## config.mk

```make
export PLATFORM = sky130hd
export DESIGN_NAME = rcf_reset_cause
export DESIGN_NICKNAME = d
export VERILOG_FILES = /design/src/hw/rcf_pkg.sv /design/src/hw/rcf_reset_cause.sv
export SDC_FILE = /design/constraint.sdc
export NUM_CORES = 1
export LEC_CHECK = 0
export BUFFER_PORTS_ARGS = -buffer_cell sky130_fd_sc_hd__buf_2
export CAP_MARGIN = 10
export CORE_MARGIN = 10
export CORE_UTILIZATION = 50
export CTS_CLUSTER_DIAMETER = 40
export DETAILED_ROUTE_END_ITERATION = 7
export PLACE_DENSITY = 0.73
export SYNTH_ARGS = -nofsm -noshare
export SYNTH_HDL_FRONTEND = slang
export SYNTH_SLANG_ARGS = --single-unit
```

## constraint.sdc

```tcl
create_clock -name clk -period 6.2 [get_ports clk]
set_clock_uncertainty 0.2 [all_clocks]
set_input_delay 0.62 -clock clk [delete_from_list [all_inputs] [get_ports clk]]
set_output_delay 0.62 -clock clk [all_outputs]
set_load 0.05 [all_outputs]
```

## src/hw/rcf_pkg.sv

```systemverilog
package rcf_pkg;

	// Bus geometry
	localparam int unsigned ADR_W = 8;
	localparam int unsigned DAT_W = 32;
	localparam int unsigned SEL_W = 4;

	// Register byte offsets
	localparam logic [ADR_W-1:0] OFS_CAUSE_FLAGS   = 8'h00;
	localparam logic [ADR_W-1:0] OFS_BOR_CONTROL   = 8'h04;
	localparam logic [ADR_W-1:0] OFS_BOR_FILT_CNT  = 8'h08;
	localparam logic [ADR_W-1:0] OFS_PIN_FILT_CNT  = 8'h0C;
	localparam logic [ADR_W-1:0] OFS_STACK_OVF_EN  = 8'h10;
	localparam logic [ADR_W-1:0] OFS_STACK_BOTTOM  = 8'h14;

	// Cause flag bit positions
	localparam int unsigned BIT_POWER_ON   = 7;
	localparam int unsigned BIT_PIN_RESET  = 6;
	localparam int unsigned BIT_BROWNOUT   = 5;
	localparam int unsigned BIT_WATCHDOG   = 4;
	localparam int unsigned BIT_SOFTWARE   = 3;
	localparam int unsigned BIT_STACK_OVF  = 1;
	localparam int unsigned BIT_PORT_LOWV  = 0;
	localparam logic [7:0]  CAUSE_WR_MASK  = 8'hFB;

	// Brownout control fields
	localparam int unsigned BIT_BOR_EN      = 7;
	localparam int unsigned BIT_BOR_FILT_EN = 6;
	localparam int unsigned BOR_VSEL_LSB    = 0;
	localparam int unsigned BOR_VSEL_W      = 3;
	localparam logic [7:0]  BOR_CTL_WR_MASK = 8'hC7;

	// Stack overflow enable field
	localparam int unsigned BIT_STACK_OVF_EN = 0;
	localparam logic [7:0]  STACK_TOP_LIMIT  = 8'hFF;

	// Reset values
	localparam logic [7:0] RST_CAUSE_FLAGS  = 8'h80;
	localparam logic [7:0] RST_BOR_CONTROL  = 8'h80;
	localparam logic [7:0] RST_BOR_FILT_CNT = 8'h00;
	localparam logic [7:0] RST_PIN_FILT_CNT = 8'hFF;
	localparam logic [7:0] RST_STACK_OVF_EN = 8'h00;
	localparam logic [7:0] RST_STACK_BOTTOM = 8'h00;

	// Filter timing: count * 8 + 2 CPU clocks
	localparam int unsigned FILT_SCALE = 8;
	localparam int unsigned FILT_EXTRA = 2;

	typedef struct packed {
		logic             cyc;
		logic             stb;
		logic             we;
		logic [ADR_W-1:0] adr;
		logic [SEL_W-1:0] sel;
		logic [DAT_W-1:0] dat;
	} rcf_wb_req_t;

	typedef struct packed {
		logic             ack;
		logic [DAT_W-1:0] dat;
	} rcf_wb_rsp_t;

	typedef struct packed {
		logic       push;
		logic       pop;
		logic [7:0] top;
	} rcf_stack_t;

endpackage : rcf_pkg

```

## src/hw/rcf_reset_cause.sv

```systemverilog
// The Wishbone register port and the address map were decided locally.
`timescale 1ns/1ns
`default_nettype none

module rcf_reset_cause #(
	parameter int unsigned FILT_W = 8
) (
	input  wire logic         clk,
	input  wire logic         rst,
	input  wire rcf_pkg::rcf_wb_req_t wb_req,
	output var  rcf_pkg::rcf_wb_rsp_t wb_rsp,
	input  wire logic         reset_pin_n,
	input  wire logic         bor_trip,
	input  wire logic         port_low_voltage_detect_trip,
	input  wire logic         wdt_reset,
	input  wire logic         sw_reset,
	input  wire rcf_pkg::rcf_stack_t stack_op,
	input  wire logic         power_down,
	output logic              sys_reset_q,
	output logic              bor_enable_q,
	output logic [2:0]        bor_vsel_q
);
	import rcf_pkg::*;

	localparam int unsigned CNT_W = FILT_W + 4;

	if (FILT_W < 1 || FILT_W > 8) begin : g_chk
		$error("FILT_W must be 1 to 8");
	end

	// Persistence in clocks for a filter count
	function automatic logic [CNT_W-1:0] filt_target(input logic [7:0] cnt);
		filt_target = CNT_W'(cnt[FILT_W-1:0]) * CNT_W'(FILT_SCALE) + CNT_W'(FILT_EXTRA);
	endfunction : filt_target

	// Debounce counter step, saturating at target minus one
	function automatic logic [CNT_W-1:0] filt_step(input logic active,
			input logic [CNT_W-1:0] cnt, input logic [CNT_W-1:0] target);
		if (!active)
			filt_step = '0;
		else if (cnt >= target - CNT_W'(1))
			filt_step = target - CNT_W'(1);
		else
			filt_step = cnt + CNT_W'(1);
	endfunction : filt_step

	// Asynchronous inputs: two-stage synchronisers
	logic [1:0] pin_sync_q, pin_sync_d;
	logic [1:0] bor_sync_q, bor_sync_d;
	logic [1:0] plv_sync_q, plv_sync_d;

	always_comb begin
		pin_sync_d = {pin_sync_q[0], ~reset_pin_n};
		bor_sync_d = {bor_sync_q[0], bor_trip};
		plv_sync_d = {plv_sync_q[0], port_low_voltage_detect_trip};
	end

	always_ff @(posedge clk or posedge rst) begin
		if (rst) begin
			pin_sync_q <= 2'h0;
			bor_sync_q <= 2'h0;
			plv_sync_q <= 2'h0;
		end else begin
			pin_sync_q <= pin_sync_d;
			bor_sync_q <= bor_sync_d;
			plv_sync_q <= plv_sync_d;
		end
	end

	logic pin_low;
	logic bor_low;
	logic plv_low;
	assign pin_low = pin_sync_q[1];
	assign bor_low = bor_sync_q[1];
	assign plv_low = plv_sync_q[1];

	// Registers
	logic [7:0] flags_q, flags_d;
	logic [7:0] ctl_q, ctl_d;
	logic [7:0] bor_cnt_reg_q, bor_cnt_reg_d;
	logic [7:0] pin_cnt_reg_q, pin_cnt_reg_d;
	logic [7:0] ovf_en_q, ovf_en_d;
	logic [7:0] bottom_q, bottom_d;

	// Bus decode; write lands on the edge that raises ack
	logic       access;
	logic       wr_en;
	logic [7:0] wdat;
	assign access = wb_req.cyc && wb_req.stb && !wb_rsp.ack;
	assign wr_en  = access && wb_req.we && wb_req.sel[0];
	assign wdat   = wb_req.dat[7:0];

	// Filter counters
	logic [CNT_W-1:0] bor_fcnt_q, bor_fcnt_d;
	logic [CNT_W-1:0] pin_fcnt_q, pin_fcnt_d;
	logic [CNT_W-1:0] bor_target;
	logic [CNT_W-1:0] pin_target;
	logic             bor_active;
	logic             bor_filt_on;
	logic             pin_filt_on;
	logic             bor_evt;
	logic             pin_evt;
	logic             plv_evt;
	logic             stack_ovf;
	logic             stack_evt;
	logic [7:0]       set_vec;

	always_comb begin
		bor_target  = filt_target(bor_cnt_reg_q);
		pin_target  = filt_target(pin_cnt_reg_q);
		bor_active  = bor_low && ctl_q[BIT_BOR_EN];
		// Power-down forces the pass-through path
		bor_filt_on = ctl_q[BIT_BOR_FILT_EN] && !power_down;
		pin_filt_on = !power_down;
		bor_fcnt_d  = filt_step(bor_active, bor_fcnt_q, bor_target);
		pin_fcnt_d  = filt_step(pin_low, pin_fcnt_q, pin_target);
		bor_evt = bor_active &&
			(!bor_filt_on || bor_fcnt_q >= bor_target - CNT_W'(1));
		pin_evt = pin_low &&
			(!pin_filt_on || pin_fcnt_q >= pin_target - CNT_W'(1));
		plv_evt   = plv_low;
		stack_ovf = (stack_op.push && stack_op.top == STACK_TOP_LIMIT) ||
			(stack_op.pop && stack_op.top == bottom_q);
		stack_evt = stack_ovf && ovf_en_q[BIT_STACK_OVF_EN];
		set_vec = 8'h00;
		set_vec[BIT_PIN_RESET] = pin_evt;
		set_vec[BIT_BROWNOUT]  = bor_evt;
		set_vec[BIT_WATCHDOG]  = wdt_reset;
		set_vec[BIT_SOFTWARE]  = sw_reset;
		set_vec[BIT_STACK_OVF] = stack_evt;
		set_vec[BIT_PORT_LOWV] = plv_evt;
	end

	// Register writes
	always_comb begin
		flags_d       = flags_q;
		ctl_d         = ctl_q;
		bor_cnt_reg_d = bor_cnt_reg_q;
		pin_cnt_reg_d = pin_cnt_reg_q;
		ovf_en_d      = ovf_en_q;
		bottom_d      = bottom_q;
		if (wr_en) begin
			case (wb_req.adr)
				OFS_CAUSE_FLAGS:  flags_d = flags_q & (wdat | ~CAUSE_WR_MASK);
				OFS_BOR_CONTROL:  ctl_d = wdat & BOR_CTL_WR_MASK;
				OFS_BOR_FILT_CNT: bor_cnt_reg_d = wdat;
				OFS_PIN_FILT_CNT: pin_cnt_reg_d = wdat;
				OFS_STACK_OVF_EN: ovf_en_d = {7'h00, wdat[BIT_STACK_OVF_EN]};
				OFS_STACK_BOTTOM: bottom_d = wdat;
				default: ;
			endcase
		end
		// Hardware set wins over a same-cycle clear; others untouched
		flags_d = flags_d | set_vec;
	end

	// Power-on reset is this block's own reset; other causes set flags and raise sys_reset_q
	always_ff @(posedge clk or posedge rst) begin
		if (rst) begin
			flags_q       <= RST_CAUSE_FLAGS;
			ctl_q         <= RST_BOR_CONTROL;
			bor_cnt_reg_q <= RST_BOR_FILT_CNT;
			pin_cnt_reg_q <= RST_PIN_FILT_CNT;
			ovf_en_q      <= RST_STACK_OVF_EN;
			bottom_q      <= RST_STACK_BOTTOM;
			bor_fcnt_q    <= '0;
			pin_fcnt_q    <= '0;
		end else begin
			flags_q       <= flags_d;
			ctl_q         <= ctl_d;
			bor_cnt_reg_q <= bor_cnt_reg_d;
			pin_cnt_reg_q <= pin_cnt_reg_d;
			ovf_en_q      <= ovf_en_d;
			bottom_q      <= bottom_d;
			bor_fcnt_q    <= bor_fcnt_d;
			pin_fcnt_q    <= pin_fcnt_d;
		end
	end

	// Bus answer and outputs
	rcf_wb_rsp_t rsp_d;
	logic        sys_reset_d;
	logic        bor_enable_d;
	logic [2:0]  bor_vsel_d;

	always_comb begin
		rsp_d.ack = access;
		rsp_d.dat = '0;
		if (access && !wb_req.we) begin
			case (wb_req.adr)
				OFS_CAUSE_FLAGS:  rsp_d.dat[7:0] = flags_q;
				OFS_BOR_CONTROL:  rsp_d.dat[7:0] = ctl_q;
				OFS_BOR_FILT_CNT: rsp_d.dat[7:0] = bor_cnt_reg_q;
				OFS_PIN_FILT_CNT: rsp_d.dat[7:0] = pin_cnt_reg_q;
				OFS_STACK_OVF_EN: rsp_d.dat[7:0] = ovf_en_q;
				OFS_STACK_BOTTOM: rsp_d.dat[7:0] = bottom_q;
				default:          rsp_d.dat = '0;
			endcase
		end
		// Held while any source stays active
		sys_reset_d  = |set_vec;
		bor_enable_d = ctl_d[BIT_BOR_EN];
		// Code 0..7 maps to 1.8/2.0/2.4/2.6/3.0/3.6/3.9/4.2 V trip
		bor_vsel_d   = ctl_d[BOR_VSEL_LSB +: BOR_VSEL_W];
	end

	always_ff @(posedge clk or posedge rst) begin
		if (rst) begin
			wb_rsp       <= '0;
			sys_reset_q  <= 1'b0;
			bor_enable_q <= RST_BOR_CONTROL[BIT_BOR_EN];
			bor_vsel_q   <= RST_BOR_CONTROL[BOR_VSEL_LSB +: BOR_VSEL_W];
		end else begin
			wb_rsp       <= rsp_d;
			sys_reset_q  <= sys_reset_d;
			bor_enable_q <= bor_enable_d;
			bor_vsel_q   <= bor_vsel_d;
		end
	end

	// Check helpers: run lengths counted apart from the filter counters
	logic [CNT_W-1:0] bor_run_q, bor_run_d;
	logic [CNT_W-1:0] pin_run_q, pin_run_d;
	logic [CNT_W-1:0] bor_need;
	logic [CNT_W-1:0] pin_need;
	logic             cause_wr;
	logic             por_zero_wr;

	always_comb begin
		bor_run_d = bor_run_q;
		pin_run_d = pin_run_q;
		// Saturate so a long fault cannot wrap back into the window
		if (!bor_active) begin
			bor_run_d = '0;
		end else if (bor_run_q != '1) begin
			bor_run_d = bor_run_q + CNT_W'(1);
		end
		if (!pin_low) begin
			pin_run_d = '0;
		end else if (pin_run_q != '1) begin
			pin_run_d = pin_run_q + CNT_W'(1);
		end
		// Active cycles that must precede the qualifying one
		bor_need    = bor_target - CNT_W'(1);
		pin_need    = pin_target - CNT_W'(1);
		cause_wr    = wr_en && wb_req.adr == OFS_CAUSE_FLAGS;
		por_zero_wr = cause_wr && !wdat[BIT_POWER_ON];
	end

	always_ff @(posedge clk or posedge rst) begin
		if (rst) begin
			bor_run_q <= '0;
			pin_run_q <= '0;
		end else begin
			bor_run_q <= bor_run_d;
			pin_run_q <= pin_run_d;
		end
	end
endmodule : rcf_reset_cause

`default_nettype wire

```

After elaboration in Yosys (flattened, before gate mapping)

Cells that the tools add are included.

Word-level logic and storage cells: 71
Input port bits: 65
Output and inout port bits: 38
Register bits: 106

Reduce and logical (&&, ||, !) cells: 26
$add $sub $neg: 6
Bitwise operators: 3
Eq/ne operators: 7
Order comparisons: 2
Muxes and demuxes: 10

Operators by type and width:

| operator                                                             | number |
|---|---|
| 12-bit two-way mux                                                   | 4 |
| 8-bit case mux with 6 select lines                                   | 1 |
| 8-bit two-way mux                                                    | 5 |
| 11-bit by 2-bit adder with 12-bit output, second input constant      | 2 |
| 12-bit by 1-bit adder with 12-bit output, second input constant      | 2 |
| 12-bit greater-or-equal comparator                                   | 2 |
| 12-bit by 1-bit subtractor with 12-bit output, second input constant | 2 |
| 8-bit by 4-bit == test with 1-bit output, second input constant      | 2 |
| 8-bit by 5-bit == test with 1-bit output, second input constant      | 2 |
| 1-bit logical AND                                                    | 12 |
| 2-bit AND reduction                                                  | 5 |
| 8-bit bitwise AND                                                    | 1 |
| 8-bit by 3-bit == test with 1-bit output, second input constant      | 1 |
| 8-bit == test                                                        | 1 |
| 8-bit == test, second input constant                                 | 1 |
| 8-bit zero test                                                      | 1 |
| 8-bit by 7-bit OR with 8-bit output                                  | 1 |
| 6-bit OR reduction                                                   | 1 |
| 1-bit zero test                                                      | 4 |
| 1-bit logical OR                                                     | 3 |
| 1-bit NOT                                                            | 1 |

Depth between registers and ports, before layout

Gate-level depths: netlist (run 1).

Depth after elaboration: 6
Mapped depth: 8
Gate-level depth less buffers: 7

Worst setup path after synthesis (run 1)

OpenSTA, ideal clock, no wires.

Kind: in2reg
From: in wb_req[37] (netlist name)
To: reg bor_vsel_q[0]
Required time: 5,875 ps
Setup slack: 3,911 ps
Stages: 5
Setup time: 125 ps
Arrival time: 1,965 ps
Path buffers: 0
Cell sequence: or3_4 -> nor4_4 -> and2_4 -> nand2_1 -> mux2_2

Word-level cells in the longest chain between the ends: 3

Ends and longest elaborated chain:

| item                                     | RTL line               | RTL |
|---|---|---|
| from (decl)                              | rcf_reset_cause.sv:10  | `input wire rcf_pkg::rcf_wb_req_t wb_req,` |
| 8-bit by 3-bit == test with 1-bit output | rcf_reset_cause.sv:143 | `case (wb_req.adr)` |
| 8-bit two-way mux                        | rcf_reset_cause.sv:143 |  |
| 8-bit two-way mux                        | rcf_reset_cause.sv:142 | `if (wr_en) begin` |
| to (signal assigned)                     | rcf_reset_cause.sv:212 | `bor_vsel_q <= RST_BOR_CONTROL[BOR_VSEL_LSB +: BOR_VSEL_W];` |
| to (signal assigned)                     | rcf_reset_cause.sv:217 | `bor_vsel_q <= bor_vsel_d;` |
| to (decl)                                | rcf_reset_cause.sv:21  | `output logic [2:0] bor_vsel_q` |

No other way between the ends.
A chain may end at the register's enable or synchronous reset.

Worst setup path after layout (run 1)

From: reg bor_cnt_reg_q[6]
To: reg sys_reset_q

Word-level cells in the longest chain between the ends: 6

Ends and longest elaborated chain:

| item                                          | RTL line               | RTL |
|---|---|---|
| from (decl)                                   | rcf_reset_cause.sv:80  | `logic [7:0] bor_cnt_reg_q, bor_cnt_reg_d;` |
| from (signal assigned)                        | rcf_reset_cause.sv:171 | `bor_cnt_reg_q <= bor_cnt_reg_d;` |
| 11-bit by 2-bit adder with 12-bit output      | rcf_reset_cause.sv:33  | `filt_target = CNT_W'(cnt[FILT_W-1:0]) * CNT_W'(FILT_SCALE) + CNT_W'(FILT_EXTRA);` |
| 12-bit by 1-bit subtractor with 12-bit output | -                      |  |
| 12-bit greater-or-equal comparator            | rcf_reset_cause.sv:118 | `(!bor_filt_on \|\| bor_fcnt_q >= bor_target - CNT_W'(1));` |
| 1-bit logical OR                              | rcf_reset_cause.sv:118 |  |
| 1-bit logical AND                             | rcf_reset_cause.sv:117 | `bor_evt = bor_active &&` |
| 6-bit OR reduction                            | rcf_reset_cause.sv:201 | `sys_reset_d = \|set_vec;` |
| named net sys_reset_d                         | rcf_reset_cause.sv:182 | `logic sys_reset_d;` |
| to (signal assigned)                          | rcf_reset_cause.sv:215 | `sys_reset_q <= sys_reset_d;` |
| to (decl)                                     | rcf_reset_cause.sv:19  | `output logic sys_reset_q,` |

The timed path passes the listed nets, and every way through them passes these cells.

==> results of run 1 <==
-- final cells by class --
cell class	count	share of cell area (%)
clock buffers	9	2.646
clock inverters	7	1.416
inverters	28	2.272
multi-input cells	273	43.51
flip-flops and latches	77	41.42
well taps	105	2.806
repair buffers	54	5.933
-- synth_stat cells (11+ instances only) --
cell type   n  area, um^2
nand2_1    14       52.55
a211oi_1   16       120.1
xnor2_1    15       131.4
inv_1      28       105.1
dfrtp_1    67        1677
buf_4      29       217.7
ha_1       22       275.3
mux2_2     31       349.1
o21ai_0    12       60.06
nor2_1     37       138.9
nand3_1    18       90.09
xor2_1     11       96.34
-- registers in the layout, summed over array words and instances, names as in the netlist --
signal	cells
bor_fcnt_q	12
ctl_q	3
wb_rsp	9
pin_fcnt_q	12
sys_reset_q	1
bor_vsel_q	2
plv_sync_q	2
bottom_q	8
bor_cnt_reg_q	8
bor_sync_q	2
pin_cnt_reg_q	8
pin_sync_q	2
flags_q	7
ovf_en_q	1
-- placed cells by master (no fill, tap or decap), types with 3 or more instances in the layout --
| cell | synthesis | layout |
|---|---|---|
| o21ai_0 | 12 | 12 |
| dfrtp_1 | 67 | 67 |
| xor2_1 | 11 | 11 |
| and3_1 | 6 | 6 |
| mux2i_1 | 4 | 4 |
| clkbuf_8 | 0 | 9 |
| nand3_1 | 18 | 18 |
| a21oi_1 | 9 | 9 |
| a22oi_1 | 7 | 7 |
| mux2_2 | 31 | 31 |
| inv_1 | 28 | 27 |
| a211oi_1 | 16 | 16 |
| dfstp_2 | 10 | 10 |
| conb_1 | 1 | 24 |
| nor2_1 | 37 | 37 |
| nand2_1 | 14 | 14 |
| buf_4 | 29 | 3 |
| clkinv_2 | 0 | 5 |
| ha_1 | 22 | 22 |
| xnor2_1 | 15 | 15 |
| nand4_1 | 4 | 4 |
| nor3_1 | 5 | 5 |
| nand2b_1 | 3 | 3 |
| mux4_2 | 4 | 4 |
| nor4b_1 | 3 | 3 |
| buf_2 | 3 | 51 |
-- worst max path at each step --
stage                             endpoint  cells past startpoint
after floorplan           bor_cnt_reg_q[0]                      1
after global placement         sys_reset_q                      8
after detailed placement       sys_reset_q                      8
after CTS                      sys_reset_q                      8
after global routing           sys_reset_q                      8
final                          sys_reset_q                      8
-- kinds of logic (layout without fill, tap and decap cells) --
| logic type | count (synthesis) | in the layout | synth area share, % |
|---|---|---|---|
| AO/OA/AOI/OAI | 57 | 57 | 9.075 |
| XOR/XNOR | 26 | 26 | 5.362 |
| adder cells (fa/ha/maj) | 22 | 22 | 6.482 |
| buffers and inverters | 65 | 98 | 8.397 |
| flip-flops | 77 | 77 | 45.67 |
| multiplexers | 39 | 39 | 11.28 |
| other | 1 | 24 | 0.08831 |
| AND/OR/NAND/NOR | 105 | 105 | 13.64 |
-- per-layer routing --
layer  up-vias  wire (um)  global-route usage, %  share of wire, %
met5         -          0                      0                 0
met3         8        683                  5.698               7.5
met4         0         89                  3.299              0.97
met1      1453       4142                  18.33                45
li1       1439          -                      -                 -
met2        82       4249                  22.98                46
-- power by group through the flow --
stage	registers [uW]	logic (uW)	clock network (uW)
2_1_floorplan	555	199	0
3_3_place_gp	557	239	0
3_5_place_dp	558	247	0
4_1_cts	549	248	379
5_1_grt	554	277	402
6_report	549	245	371
-- per-stage QoR --
step	setup WS (ns)	hold slack, ns	util, %
after detailed placement	3.387	0.1364	54.39
final	3.380	0.1520	56.70
after CTS	3.374	0.1541	56.70
after global routing	3.140	0.1546	56.70
after floorplan	3.430	0.1312	-
after global placement	3.421	0.1323	54.39
==> impl_metrics.py, run 1 <==
metrics = {
    "pwr": {
        "p_clk_share_pct": 31.8,
        "netSwitchingPower_uw": 368.9,
        "netSwitchingFraction_pct": 31.66,
        "finalPower_uw": 1165,
        "pwr-share-seq_pct": 47.1,
        "irDropWorstVdd_v": 0.0001522,
        "power.leakage_uw": 0.002197,
        "cellPowerDensity_nw_per_um2": 248.9,
        "combPwrFrac_pct": 21.1,
        "intPower_uw": 796.5,
    },
    "synthesis": {
        "syn_area_um2": 4247,
        "ys_async_sr_fraction_pct": 100.0,
        "synth-seq-cells": 77,
        "yosysUniqueCellTypes": 48,
        "syn_avg_cell_area_um2": 10.83,
        "seq_area_frac_synth_pct": 45.67,
        "synthCells": 392,
        "yosys_warnings": 0,
        "synth_ff_type": "dfrtp_1",
        "synth-edff-count": 0,
    },
    "detailed_routing": {
        "dr.pass1.iters": 4,
        "antenna_left": 0,
        "wirelength_um": 9165,
        "drt_iter0_drc": 135,
        "vias_per_cell": 5.392,
        "routedWlPerCell_um": 16.57,
        "drc_errors": 0,
        "num_vias": 2982,
    },
    "grt": {
        "grt_use_total_pct": 14.52,
        "overflow": 0,
        "grt_max_degree": 78,
        "grt_antenna_before_repair": 0,
        "grt_pass1_wl_um": 15200,
        "grt_pass1_vias": 3019,
    },
    "worst_setup_path": {
        "crit_start": "bor_cnt_reg_q[6]",
        "r2r-end": "sys_reset_q",
        "cp.required_ns": 6.17,
        "critPathTopFamily": "compound AO/OA/AOI/OAI gates",
        "rr_startpoint": "bor_cnt_reg_q[6]",
        "startpoint_type": "flip-flop",
        "cpPeakStageDelay_ns": 0.49,
        "crit_buf_inv": 2,
        "critPathSlowestCell": "a211oi_2",
        "arrival_ns": 2.79,
        "worst-setup-path-type": "reg -> reg",
        "worst_setup_path_end_kind": "flip-flop",
        "rrSetupSlack_ns": 3.38,
        "reg2regPathDepth": 8,
        "crit_chain": "inv_1, ha_1, a21o_1, a211o_1, a211oi_2, buf_4, a31o_2, o2111ai_1",
        "worstPathMaxFanout": 11,
    },
    "clocking": {
        "cts_max_level": 3,
        "cts_sinks": 77,
        "cts_setup_buffers": 0,
        "cts_made_buffers": 9,
        "clk_pin_slew_ns": 0.09,
        "cts_resized": 0,
        "clock-root-buffer": "clkbuf_8",
        "cts_tree": "built",
        "clock_latency_ns": 0.35,
        "cts_hold_buf": 0,
        "clockBufferDepth": 2,
    },
    "timing": {
        "worst_pin_slew_ns": 0.9451,
        "maxSlewViolCount": 0,
        "finalSetupViolations": 0,
        "finalSetupTns_ns": 0,
        "period_needed_ns": 2.820,
        "rsz0062_at_grt": "false",
        "min_period_over_period_pct": 45.49,
        "worst_slew_margin_rel_pct": 36.99,
        "fmax_ghz": 0.3546,
        "finalHoldViolations": 0,
    },
    "min_path": {
        "holdPathEnd": "plv_sync_q[1]",
        "hold_path.class": "reg -> reg",
        "hold_depth": 0,
        "worstHoldStart": "plv_sync_q[0]",
    },
    "finish": {
        "instances_no_fill": 553,
        "multi_input_area_um2": 2037,
        "seqCellArea_um2": 1939,
        "num_antenna_cells": 0,
        "fill_cells": 738,
        "drive_gt1_share_pct": 28.13,
        "finalInstanceArea_um2": 4682,
        "syn2layout_area_growth_pct": 10.25,
        "finalNetCount": 530,
    },
    "place": {
        "place_congestion": 0.8566,
        "io_buffers": 51,
        "place_hpwl_um": 6857,
        "dp_cells": 537,
        "placed_area_um2": 4492,
    },
    "floorplan": {
        "ios": 103,
        "rows": 33,
        "chipHeight_um": 112.2,
        "start_util_pct": 51.42,
        "core_um2": 8258,
        "dieArea_um2": 12580,
        "die_w_um": 112.2,
    },
    "job": {
        "maxCapViolCount": 0,
    },
    "run_status": {
        "outcome": "completed",
    },
}
(Power assumes the default switching activity.)
==> run 2, diff against run 1 <==
==> constraint.sdc (replaced) <==
create_clock -name clk -period 2.9 [get_ports clk]
set_clock_uncertainty 0.2 [all_clocks]
set_input_delay 0.29 -clock clk [delete_from_list [all_inputs] [get_ports clk]]
set_output_delay 0.29 -clock clk [all_outputs]
set_load 0.05 [all_outputs]
==> run 2 against run 1 <==
Effect of this change:
- clock power increased by 130%
- combinational power increased by 130%
- global-route usage increased by 0.41 points
- sequential share of layout area decreased by 0.96 points
- total power increased by 120%
- critical endpoint is now bor_fcnt_q[3]
- largest cell class unchanged
==> impl_metrics.py, run 2 (same netlist as run 1, synthesis figures left out) <==
metrics = {
    "clocking": {
        "cts_setup_buffers": 0,
        "cts_sinks": 77,
        "cts_made_buffers": 9,
        "clk_pin_slew_ns": 0.08,
        "cts_tree": "built",
        "clock_latency_ns": 0.35,
        "clock-root-buffer": "clkbuf_8",
        "clockBufferDepth": 2,
        "cts_max_level": 3,
    },
    "job": {
        "maxCapViolCount": 0,
    },
    "floorplan": {
        "die_w_um": 112.2,
        "dieArea_um2": 12580,
        "chipHeight_um": 112.2,
        "ios": 103,
        "rows": 33,
        "core_um2": 8258,
        "start_util_pct": 51.42,
    },
    "run_status": {
        "outcome": "completed",
    },
    "detailed_routing": {
        "num_vias": 3039,
        "drc_errors": 0,
        "vias_per_cell": 5.407,
        "wirelength_um": 9401,
        "routedWlPerCell_um": 16.73,
        "drt_iter0_drc": 102,
        "antenna_left": 0,
        "dr.pass1.iters": 4,
    },
    "pwr": {
        "power.leakage_uw": 0.002249,
        "finalPower_uw": 2590,
        "irDropWorstVdd_v": 0.0002299,
        "cellPowerDensity_nw_per_um2": 540.3,
    },
    "place": {
        "place_congestion": 0.8541,
        "place_hpwl_um": 7121,
        "io_buffers": 51,
    },
    "min_path": {
        "hold_path.class": "in -> reg",
    },
    "finish": {
        "num_antenna_cells": 0,
        "finalNetCount": 539,
        "final_common_cell": "dfrtp_1",
        "layout_common_cells": "67 x dfrtp_1, 51 x buf_2, 37 x nor2_1, 31 x mux2_2, 27 x inv_1",
        "syn2layout_area_growth_pct": 12.88,
        "fill_cells": 717,
        "drive_gt1_share_pct": 27.79,
        "top_regs": "bor_fcnt_q (12), pin_fcnt_q (12), wb_rsp (9)",
    },
    "grt": {
        "grt_pass1_vias": 3108,
        "grt_max_degree": 43,
        "grt_antenna_before_repair": 0,
        "grt_use_total_pct": 14.94,
        "grt_pass1_wl_um": 15610,
        "overflow": 0,
    },
    "worst_setup_path": {
        "arrival_ns": 2.40,
        "worstPathMaxFanout": 8,
        "worst_setup_path_end_kind": "flip-flop",
        "startpoint_type": "flip-flop",
        "cpPeakStageDelay_ns": 0.42,
        "crit_buf_inv": 2,
        "critPathSlowestCell": "dfrtp_1",
        "critPathTopFamily": "compound AO/OA/AOI/OAI gates",
        "worst-setup-path-type": "reg -> reg",
        "crit_chain": "inv_1, ha_1, a21o_1, a211o_1, a211oi_2, buf_4, nor2_1, a211oi_1",
        "cp.required_ns": 2.93,
    },
    "timing": {
        "worst_slew_margin_rel_pct": 49.43,
        "worst_pin_slew_ns": 0.7577,
        "finalSetupTns_ns": 0,
        "rsz0062_at_grt": "false",
        "maxSlewViolCount": 0,
        "finalSetupViolations": 0,
        "fmax_ghz": 0.4215,
        "finalHoldViolations": 0,
        "period_needed_ns": 2.373,
        "min_period_over_period_pct": 81.82,
    },
}
run 2: path summary, 6_finish.rpt:
path | startpoint | to | slack [ns] | depth (start not counted)
worst max-delay path | bor_cnt_reg_q[6] | bor_fcnt_q[3] | 0.53 | 8
worst min-delay path | wb_req[2] | bottom_q[2] | 0.02 | 2
worst max register to register | bor_cnt_reg_q[6] | bor_fcnt_q[3] | 0.53 | 8
worst min register to register | bor_sync_q[0] | bor_sync_q[1] | 0.15 | 0
max in group asynchronous | rst | pin_cnt_reg_q[3] | 1.41 | 4
min in group asynchronous | rst | pin_fcnt_q[10] | 0.39 | 3
run 2: layout make-up:
type | instances | area [um^2] | area share [%]
Sequential cell | 77 | 1939 | 40.46
Clock buffer | 11 | 131.4 | 2.741
Tap cell | 105 | 131.4 | 2.741
Timing Repair Buffer | 63 | 372.9 | 7.779
Clock inverter | 5 | 75.07 | 1.566
Multi-Input combinational cell | 273 | 2037 | 42.50
Inverter | 28 | 106.4 | 2.219
run 2: worst register-to-register path: cells and delay by family (launching register included):
kind,cells,cell delay [ns]
AOI/OAI and AO/OA,4,1.01
buffers and inverters,2,0.28
and+or+nand+nor,1,0.05
adders and majority gates,1,0.30
DFF,1,0.42
run 2: per-stage QoR:
stage / worst slack, ns / utilization (%) / instances / hold slack (ns) / cell area, um^2
4_1_cts: 0.5095 / 58.05 / 562 / 0.01552 / 4793
5_1_grt: 0.3685 / 58.05 / 562 / 0.03160 / 4793
3_5_place_dp: 0.5324 / 54.82 / 540 / 0.1358 / 4527
3_3_place_gp: 0.6214 / 54.82 / 540 / 0.1327 / 4527
6_report: 0.5273 / 58.05 / 562 / 0.01914 / 4793
2_1_floorplan: 0.4599 / - / 415 / 0.1214 / 4333
run 2: what timing repair did:
action | 4_1_cts | 5_1_grt
hold endpoints to repair | 46 | 0
gates resized for setup | 0 | 0
hold buffers | 6 | 0
run 2: per-layer routing:
metal / GRT usage, % / up-vias / share of wire [%]
met5: 0 / - / 0
li1: - / 1455 / -
met2: 24.06 / 76 / 47
met4: 4.992 / 0 / 1.0
met3: 4.313 / 8 / 6.4
met1: 18.81 / 1500 / 45
run 2: report_power, final:
| group | internal, uW | switching (uW) | total, uW |
|---|---|---|---|
| combinational | 211 | 341 | 552 |
| clock | 481 | 385 | 866 |
| sequential | 1120 | 48.6 | 1170 |
==> run 3, diff against run 2 <==
==> constraint.sdc (replaced) <==
create_clock -name clk -period 2.4 [get_ports clk]
set_clock_uncertainty 0.2 [all_clocks]
set_input_delay 0.24 -clock clk [delete_from_list [all_inputs] [get_ports clk]]
set_output_delay 0.24 -clock clk [all_outputs]
set_load 0.05 [all_outputs]
==> run 3 against run 2 <==
Effect of this change:
- sequential power is 21% higher
- wire length is 6.2% higher
- global-route usage is 0.75 points higher
- critical endpoint unchanged
- highest routed layer unchanged
==> impl_metrics.py, run 3 (same netlist as run 1, synthesis figures left out) <==
metrics = {
    "floorplan": {
        "die_w_um": 112.2,
        "dieArea_um2": 12580,
        "ios": 103,
        "rows": 33,
        "core_um2": 8258,
        "chipHeight_um": 112.2,
        "start_util_pct": 51.42,
    },
    "finish": {
        "finalNetCount": 562,
        "drive_gt1_share_pct": 31.46,
        "top_regs": "bor_fcnt_q (12), pin_fcnt_q (12), wb_rsp (9)",
        "utilization_pct": 61.23,
        "finalInstanceArea_um2": 5056,
        "num_antenna_cells": 0,
        "final_common_cell": "dfrtp_1",
        "syn2layout_area_growth_pct": 19.06,
        "layout_common_cells": "67 x dfrtp_1, 52 x buf_2, 37 x nor2_1, 31 x mux2_2, 27 x inv_1",
    },
    "pwr": {
        "power.leakage_uw": 0.002381,
        "cellPowerDensity_nw_per_um2": 668.9,
        "irDropWorstVdd_v": 0.0003167,
        "finalPower_uw": 3382,
    },
    "timing": {
        "fin_hold_ws_ns": 0.01472,
        "min_period_over_period_pct": 96.02,
        "worst_slew_margin_rel_pct": 65.57,
        "finalSetupTns_ns": 0,
        "fmax_ghz": 0.4339,
        "finalSetupViolations": 0,
        "maxSlewViolCount": 0,
        "finalHoldViolations": 0,
        "period_needed_ns": 2.305,
        "worst_pin_slew_ns": 0.5125,
    },
    "clocking": {
        "cts_max_level": 3,
        "clock_latency_ns": 0.36,
        "cts_tree": "built",
        "clk_pin_slew_ns": 0.09,
        "cts_sinks": 77,
        "clockBufferDepth": 2,
        "clock-root-buffer": "clkbuf_8",
        "cts_made_buffers": 9,
    },
    "detailed_routing": {
        "drc_errors": 0,
        "antenna_left": 0,
        "drt_iter0_drc": 167,
        "dr.pass1.iters": 5,
        "routedWlPerCell_um": 17.06,
        "num_vias": 3129,
        "vias_per_cell": 5.349,
        "wirelength_um": 9982,
    },
    "worst_setup_path": {
        "critPathTopFamily": "compound AO/OA/AOI/OAI gates",
        "worstPathMaxFanout": 10,
        "rr_startpoint": "bor_fcnt_q[9]",
        "crit_chain": "ha_1, a21o_1, a211o_1, a211oi_4, buf_4, nor2_1, a211oi_1",
        "startpoint_type": "flip-flop",
        "worst-setup-path-type": "reg -> reg",
        "cp.required_ns": 2.45,
        "critPathSlowestCell": "dfrtp_1",
        "arrival_ns": 2.35,
        "worst_setup_path_end_kind": "flip-flop",
        "crit_buf_inv": 1,
        "crit_start": "bor_fcnt_q[9]",
        "cpPeakStageDelay_ns": 0.42,
    },
    "place": {
        "place_hpwl_um": 7432,
        "place_congestion": 0.8406,
        "placed_area_um2": 4594,
        "io_buffers": 51,
    },
    "grt": {
        "grt_pass1_wl_um": 16420,
        "overflow": 0,
        "grt_antenna_before_repair": 0,
        "grt_use_total_pct": 15.69,
        "grt_pass1_vias": 3296,
        "grt_max_degree": 54,
    },
    "job": {
        "maxCapViolCount": 0,
    },
    "min_path": {
        "hold_path.class": "in -> reg",
        "worstHoldStart": "wb_req[4]",
    },
    "run_status": {
        "outcome": "completed",
    },
}
==> run 3: worst paths after layout <==
| path | end | slack, ns | depth (start not counted) |
|---|---|---|---|
| hold / removal | bor_cnt_reg_q[4] | 0.01 | 2 |
| hold reg to reg | bor_sync_q[1] | 0.15 | 0 |
| setup / recovery | bor_fcnt_q[3] | 0.1 | 7 |
| max in group asynchronous | flags_q[7] | 1.11 | 4 |
| min in group asynchronous | pin_fcnt_q[4] | 0.23 | 3 |
| setup reg to reg | bor_fcnt_q[3] | 0.1 | 7 |
==> run 3: stage by stage <==
step	cells	setup slack (ns)
floorplan	415	0.009870
global placement	549	0.1747
detailed placement	549	0.09351
CTS	580	0.02116
global route	585	-0.03385
finish	585	0.09542
==> run 3: repair_timing <==
| action | in CTS | in global routing |
|---|---|---|
| setup buffers | 0 | 4 |
| gates cloned | 0 | 1 |
| hold buffers | 15 | 0 |
| setup endpoints to repair | 1 | 8 |
| pin swaps | 0 | 1 |
| hold endpoints to repair | 51 | 0 |
| resized for setup | 1 | 12 |
==> run 3: cell type report <==
type	count	area (um^2)
well taps	105	131.4
flip-flops and latches	77	1939
inverters	28	106.4
fillers	690	3202
repair buffers	86	573.1
clock inverters	6	87.58
clock buffers	10	127.6
multi-input cells	273	2091
==> run 3: routing by layer <==
layer	track usage [%]	routed length, um	vias up
met5	0	0	-
met4	4.230	99	0
met3	4.792	689	11
met2	25.88	4866	93
met1	19.47	4326	1528
li1	-	-	1497
==> run 3: power by group <==
group          switching, uW  internal [uW]  total, uW
combinational            500            379        879
sequential              62.2           1360       1420
clock                    497            586       1080
